[config.mk]
export PLATFORM = sky130hd
export DESIGN_NAME = pif_flags
export DESIGN_NICKNAME = d
export VERILOG_FILES = /design/src/pif_pkg.sv /design/src/pif_edge.sv /design/src/pif_flags.sv
export SDC_FILE = /design/constraint.sdc
export NUM_CORES = 1
export LEC_CHECK = 0
export BUFFER_PORTS_ARGS = -buffer_cell sky130_fd_sc_hd__buf_2
export CAP_MARGIN = 10
export CORE_MARGIN = 8
export CORE_UTILIZATION = 31
export DETAILED_ROUTE_END_ITERATION = 8
export PLACE_DENSITY_LB_ADDON = 0.2
export SYNTH_ARGS = -nofsm -noshare
export SYNTH_HDL_FRONTEND = slang
export SYNTH_HIERARCHICAL = 1
export SYNTH_SLANG_ARGS = --single-unit
[constraint.sdc]
create_clock -name mclk -period 1.2 [get_ports mclk]
set_clock_uncertainty 0.2 [all_clocks]
set_input_delay 0.06 -clock mclk [delete_from_list [all_inputs] [get_ports mclk]]
set_output_delay 0.06 -clock mclk [all_outputs]
set_load 0.01 [all_outputs]
[src/pif_pkg.sv]
/*
  Package for the peripheral interrupt flag block: register offsets,
  bit positions, reset values and the event carrier struct.
  Assumes a plain register port with byte-wide data in the low bits.
*/
package pif_pkg;

   localparam int PIF_ADDR_W = 4;
   localparam int PIF_DATA_W = 8;

   // register offsets, chosen for this block
   localparam logic [3:0] PIF_OFS_ENABLE = 4'h0;
   localparam logic [3:0] PIF_OFS_FLAGS = 4'h1;
   localparam logic [3:0] PIF_OFS_CTRL = 4'h2;
   localparam logic [3:0] PIF_OFS_STATUS = 4'h3;

   // field positions shared by the enable and flag registers
   localparam int PIF_BIT_EEPROM = 7;
   localparam int PIF_BIT_ADC = 6;
   localparam int PIF_BIT_CAPCOMP = 5;
   localparam int PIF_BIT_CMP_TWO = 4;
   localparam int PIF_BIT_CMP_ONE = 3;
   localparam int PIF_BIT_OSC_FAIL = 2;
   localparam int PIF_BIT_TMR_TWO = 1;
   localparam int PIF_BIT_TMR_ONE = 0;

   // control register field positions
   localparam int PIF_BIT_GLOBAL_EN = 7;
   localparam int PIF_BIT_PERIPH_EN = 6;

   // capture/compare unit modes
   localparam logic [1:0] PIF_CCP_OFF = 2'h0;
   localparam logic [1:0] PIF_CCP_CAPTURE = 2'h1;
   localparam logic [1:0] PIF_CCP_COMPARE = 2'h2;
   localparam logic [1:0] PIF_CCP_PWM = 2'h3;

   // reset values
   localparam logic [7:0] PIF_RST_ENABLE = 8'h00;
   localparam logic [7:0] PIF_RST_FLAGS = 8'h00;
   localparam logic [7:0] PIF_RST_CTRL = 8'h00;
   localparam logic [7:0] PIF_RST_READ = 8'h00;

   // raw event inputs from the peripherals, one cycle pulses or levels
   typedef struct packed {
      logic eeprom_write_done;
      logic adc_conv_done;
      logic capture_event;
      logic compare_match;
      logic [1:0] ccp_mode;
      logic comparator_two_out;
      logic comparator_one_out;
      logic osc_failed;
      logic timer_two_match;
      logic timer_one_overflow;
   } pif_events_s;

   // register port request
   typedef struct packed {
      logic [3:0] addr;
      logic [7:0] wdata;
      logic wr;
      logic rd;
   } pif_req_s;

endpackage

[src/pif_edge.sv]
/*
  Change detector for the comparator outputs: one pulse per change.
  Assumes the comparator outputs are already synchronous to mclk.
*/
module pif_edge
   import pif_pkg::*;
#(
   parameter int WIDTH = 2
) (
   input wire logic mclk,
   input wire logic reset_n,
   input wire logic [WIDTH-1:0] level,
   output logic [WIDTH-1:0] changed
);

   logic [WIDTH-1:0] level_q;
   logic [WIDTH-1:0] primed;

   // one stage per comparator; no pulse until a first level is held
   for (genvar i = 0; i < WIDTH; i++) begin : g_chan
      always_ff @(posedge mclk) begin
         if (!reset_n) begin
            level_q[i] <= 1'b0;
            primed[i] <= 1'b0;
         end else begin
            level_q[i] <= level[i];
            primed[i] <= 1'b1;
         end
      end
      // the reset value is not a real output, so skip the first compare
      assign changed[i] = primed[i] & (level_q[i] ^ level[i]);
   end

endmodule

[src/pif_flags.sv]
/*
  Peripheral interrupt enable and flag registers with the request output.
  Assumes peripheral events synchronous to mclk and a simple register port
  with read data one cycle after the read strobe.
*/
// What this block does
// - eight-bit enable register, fixed source order
// - enable one passes, zero blocks; resets zero
// - flags set regardless of any enable
// - bit 7 sets on eeprom write done
// - bit 6 sets on conversion complete
// - bit 5 capture or compare; PWM unused
// - bits 4,3 set on comparator change
// - bit 2 sets on oscillator failure
// - bit 1 sets on timer two match
// - bit 0 sets on timer one overflow
// - flags readable, writable, reset to zero
module pif_flags
   import pif_pkg::*;
(
   input wire logic mclk,
   input wire logic reset_n,
   input wire logic [PIF_ADDR_W-1:0] reg_addr,
   input wire logic [PIF_DATA_W-1:0] reg_wdata,
   input wire logic reg_wr,
   input wire logic reg_rd,
   output logic [PIF_DATA_W-1:0] reg_rdata,
   input wire pif_events_s events,
   output logic periph_irq,
   output logic periph_pending
);

   logic [7:0] peripheral_irq_enable;
   logic [7:0] peripheral_irq_flags;
   logic [7:0] core_ctrl;
   logic [7:0] hw_set;
   logic [7:0] next_flags;
   logic [1:0] cmp_changed;
   logic wr_enable;
   logic wr_flags;
   logic wr_ctrl;
   logic [7:0] pending;

   pif_req_s req;
   assign req = '{addr: reg_addr, wdata: reg_wdata, wr: reg_wr, rd: reg_rd};

   // address decode for writes
   assign wr_enable = req.wr && (req.addr == PIF_OFS_ENABLE);
   assign wr_flags = req.wr && (req.addr == PIF_OFS_FLAGS);
   assign wr_ctrl = req.wr && (req.addr == PIF_OFS_CTRL);

   // comparator outputs only count when they toggle
   pif_edge #(
      .WIDTH(2)
   ) u_cmp_edge (
      .mclk(mclk),
      .reset_n(reset_n),
      .level({events.comparator_two_out, events.comparator_one_out}),
      .changed(cmp_changed)
   );

   // hardware set terms; none looks at any enable bit
   always_comb begin
      hw_set = 8'h00;
      hw_set[PIF_BIT_EEPROM] = events.eeprom_write_done;
      hw_set[PIF_BIT_ADC] = events.adc_conv_done;
      // capture and compare share the bit; PWM leaves it alone
      case (events.ccp_mode)
         PIF_CCP_CAPTURE: hw_set[PIF_BIT_CAPCOMP] = events.capture_event;
         PIF_CCP_COMPARE: hw_set[PIF_BIT_CAPCOMP] = events.compare_match;
         default: hw_set[PIF_BIT_CAPCOMP] = 1'b0;
      endcase
      hw_set[PIF_BIT_CMP_TWO] = cmp_changed[1];
      hw_set[PIF_BIT_CMP_ONE] = cmp_changed[0];
      hw_set[PIF_BIT_OSC_FAIL] = events.osc_failed;
      hw_set[PIF_BIT_TMR_TWO] = events.timer_two_match;
      hw_set[PIF_BIT_TMR_ONE] = events.timer_one_overflow;
   end

   // software write first, hardware set ORed on top so it always wins
   always_comb begin
      next_flags = peripheral_irq_flags;
      if (wr_flags) begin
         next_flags = req.wdata;
      end
      next_flags = next_flags | hw_set;
   end

   // flag register: sticky until software writes a zero
   always_ff @(posedge mclk) begin
      if (!reset_n) begin
         peripheral_irq_flags <= PIF_RST_FLAGS;
      end else begin
         peripheral_irq_flags <= next_flags;
      end
   end

   // enable register, one bit per source in flag order
   always_ff @(posedge mclk) begin
      if (!reset_n) begin
         peripheral_irq_enable <= PIF_RST_ENABLE;
      end else if (wr_enable) begin
         peripheral_irq_enable <= req.wdata;
      end
   end

   // global and peripheral master enables stand in for the core control bits
   always_ff @(posedge mclk) begin
      if (!reset_n) begin
         core_ctrl <= PIF_RST_CTRL;
      end else if (wr_ctrl) begin
         core_ctrl <= req.wdata & 8'hc0;
      end
   end

   assign pending = peripheral_irq_flags & peripheral_irq_enable;

   // request output registered; a stale flag fires at once if enabled, so
   // software clears it before setting the enable
   always_ff @(posedge mclk) begin
      if (!reset_n) begin
         periph_irq <= 1'b0;
         periph_pending <= 1'b0;
      end else begin
         periph_pending <= |pending;
         periph_irq <= (|pending) && core_ctrl[PIF_BIT_PERIPH_EN]
                       && core_ctrl[PIF_BIT_GLOBAL_EN];
      end
   end

   // read data valid only in the cycle after the strobe; zero otherwise
   always_ff @(posedge mclk) begin
      if (!reset_n) begin
         reg_rdata <= PIF_RST_READ;
      end else if (req.rd) begin
         case (req.addr)
            PIF_OFS_ENABLE: reg_rdata <= peripheral_irq_enable;
            PIF_OFS_FLAGS: reg_rdata <= peripheral_irq_flags;
            PIF_OFS_CTRL: reg_rdata <= core_ctrl;
            PIF_OFS_STATUS: reg_rdata <= pending;
            default: reg_rdata <= PIF_RST_READ;
         endcase
      end else begin
         reg_rdata <= PIF_RST_READ;
      end
   end

endmodule

==> flow_summary_export.csv <==
group,metric,value,unit
setup_path,cp_data_arrival_time,1.19,ns
worst_hold_path,min_delay_worst_endpoint,"peripheral_irq_flags[5]",
place,dp.cells,258,
setup_path,crit_type,"in2reg",
synthesis,yosys.area.top_type,"dfxtp_1",
floorplan,die_area,0.00682,mm^2
floorplan,core-area,0.00432,mm^2
timing,worstMarginPinSlew,0.399,ns
clocking,clock_sinks,31,
power_and_ir_drop,p_int,1760,uW
route,first_pass_iters,4,
synthesis,synth_seq_cells,31,
power_and_ir_drop,p_total,2310,uW
flow_run,drv_cap,0,
grt,grt_pass1_vias,1471,
route,wire_per_inst,14.4,um
timing,hold_viol_final,1,
timing,max_freq,846,MHz
grt,use_met3,0.0509,
place,dpl_cell_area,0.00175,mm^2
floorplan,rows,24,
worst_hold_path,min_path_cells,4,
setup_path,ff2ff_setup_slack,0.04,ns
timing,fin_crit,1.18,ns
setup_path,path_max_fanout,18,
grt,gr-max-usage-layer,"met2",
timing,grt_setup_unrepaired,"yes",
power_and_ir_drop,p_per_area,1120,mW/mm^2
place,gp_congestion,0.792,
setup_path,crit_start,"reset_n",
synthesis,yosysTopAreaCellShare,0.451,
grt,met2_usage,0.215,
cells_and_area,n_antenna_cell,0,
cells_and_area,final_nets,260,
timing,relSlewSlack,0.734,
cells_and_area,fill_cells,451,
timing,slew_viol_final,0,
timing,fin_crit_sh,0.985,
synthesis,syn_nets,185,
power_and_ir_drop,sequentialPowerShare,0.470,
worst_hold_path,hp-class,"in2reg",
synthesis,synth_area_leaders,"dfxtp_1 (45%), a21oi_1 (8.4%), o21ai_0 (5.1%), a31oi_1 (3.6%), and2_1 (3.6%)",
clocking,clk_latency,0.28,ns
timing,timing.hold.ws,-0.00533,ns
floorplan,io_pins,37,
grt,antenna_found_initial,0,
cells_and_area,drive_above_1_share,0.366,
route,ant_nets,0,
grt,grt_pass1_wl,6620,um
cells_and_area,instances_no_fill,284,
timing,worst_slack,0.0185,ns
route,vias,1438,
setup_path,endpoint_kind,"flop",
floorplan,die_x,82.6,um
power_and_ir_drop,vdd_ir_drop_max,0.000627,V
power_and_ir_drop,power.share.switching,0.236,
setup_path,rr_startpoint,"peripheral_irq_flags[0]",
synthesis,async_flop_share,0,
run_status,status,"complete, but fails checks",
clocking,cts_max_path_buffers,2,
power_and_ir_drop,switchingPower,546,uW
floorplan,die_h,82.6,um
cells_and_area,ff_latch_area,623,um^2
route,wl,4080,um
setup_path,worstReg2RegEnd,"periph_irq",
worst_hold_path,hold_start,"events[6]",
cells_and_area,area_delta_synth_final,49.5,%
synthesis,syn_area_per_cell,8.81,um^2
synthesis,syn_inst,156,
synthesis,synth-main-ff-cell,"dfxtp_1",
timing,setup_viol,0,
clocking,cts_buffers,5,
power_and_ir_drop,clock_power_share,0.387,
place,hpwl,3010,um
place,place_ws,-0.0988,ns
floorplan,initial_utilization,0.318,
route,drt-initial-drc-count,110,
clocking,cts_tree,"yes",
clocking,htree_levels,2,
synthesis,yosysUniqueCellTypes,33,
synthesis,synth_edf_count,0,
place,io_buffers,36,
cells_and_area,fin_area,0.00206,mm^2
power_and_ir_drop,comb_power_share,0.142,
synthesis,syn_area,0.00138,mm^2
synthesis,yosysWarnings,6,
clocking,cts_setup_buffers,0,
grt,gr-usage-met1,0.143,
synthesis,yosysSeqAreaShare,0.451,
grt,grt_use_total,0.128,
setup_path,r2r_cells,3,
setup_path,start_kind,"input pin",
run_status,violations,"negative hold slack",
clocking,clk_pin_slew_worst_paths,0.06,ns
setup_path,crit_required,1.21,ns
power_and_ir_drop,leakage,0.000838,uW
route,viasPerCell,5.06,
cells_and_area,multi_input_area,718,um^2
grt,overflow,0,
route,drc,0,
clocking,ctsRootBufferMaster,"clkbuf_8",
grt,grt_max_degree,19,
-- per-stage QoR --
| step | setup TNS (ns) | util |
|---|---|---|
| global route | -0.0846 | 0.475 |
| global placement | -0.844 | 0.404 |
| detailed placement | -1.21 | 0.404 |
| floorplan | 0 | - |
| CTS | 0 | 0.475 |
| finish | 0 | 0.475 |
-- registers in the layout, indices dropped and copies added (netlist names) --
signal,flops
core_ctrl,2
periph_irq,1
periph_pending,1
peripheral_irq_enable,8
peripheral_irq_flags,8
reg_rdata,8
u_cmp_edge/level_q,2
u_cmp_edge/primed,1
-- cell type report --
cell class	count	area share
Multi-Input combinational cell	114	0.349
Sequential cell	31	0.303
Timing Repair Buffer	76	0.262
Clock buffer	8	0.0487
Tap cell	52	0.0316
Inverter	3	0.00548
-- per-layer routing --
layer	share of wire	vias up	wire, um
li1	-	717	-
met5	0	-	0
met3	0.068	4	279
met1	0.42	670	1710
met4	0.0093	0	38
met2	0.50	47	2050
-- cell usage after synthesis (all sizes together), types with 3 or more instances --
library cell,n
a21oi,23
nor2,4
nand3,10
nand2,7
a31oi,8
buf,6
o21ai,24
nand2b,3
and2,10
a22oi,5
dfxtp,31
-- cells by family (layout without fill, tap and decap cells) --
group,Yosys count,count (layout),share of synthesized area
AO/OA/AOI/OAI,63,63,0.262
XOR/XNOR,2,2,0.0127
adder cells (fa/ha/maj),2,2,0.0182
buffers and inverters,11,87,0.0464
flip-flops,31,31,0.451
multiplexers,2,2,0.0164
AND/OR/NAND/NOR,45,45,0.193
-- power by group through the flow --
stage,Sequential (uW),Combinational [uW],Clock (uW)
after detailed placement,1100,281,0
final,1090,329,894
after global placement,1100,274,0
after floorplan,1100,132,0
after global routing,1090,363,972
after CTS,1080,328,925
-- how the worst max path moves through the flow --
| stage | slack (ns) | to |
|---|---|---|
| after detailed placement | -0.1 | peripheral_irq_enable[2] |
| final | 0.02 | peripheral_irq_flags[5] |
| after global routing | -0.02 | peripheral_irq_flags[4] |
| after CTS | 0.003 | periph_irq |
| after global placement | -0.07 | peripheral_irq_enable[3] |
| after floorplan | 0.03 | core_ctrl[6] |
-- cells in the final DEF (no fill, tap or decap), types with 2 or more instances in the layout --
master and n:
inv_1 2, nand2b_1 3, nand3_1 10, dlygate4sd3_1 18
xor2_1 2, o21ai_0 12, dfxtp_2 2, o21ai_2 3
or2_2 2, buf_2 36, a22oi_2 4, and2_1 8
buf_4 21, a21oi_1 23, a31oi_1 8, clkbuf_8 7
a32oi_1 2, ha_1 2, dfxtp_1 29, nand2_1 7
and2_2 2, o21ai_1 9, nor2_1 4, mux2_2 2
nand4_1 2
-- critical path, stage by stage --
cell           delay [ns]
dlygate4sd3_1        0.53
buf_2                0.14
clkinv_1             0.10
buf_4                0.21
a31oi_1              0.14
-- timing repair --
| item | 4_1_cts | 5_1_grt |
|---|---|---|
| hold buffers | 18 | 0 |
| setup endpoints to repair | 2 | 12 |
| endpoints found under the hold margin | 26 | 0 |
| pin swaps | 2 | 4 |
| gates resized for setup | 5 | 4 |
No activity file was read; power rests on OpenSTA's default activity.
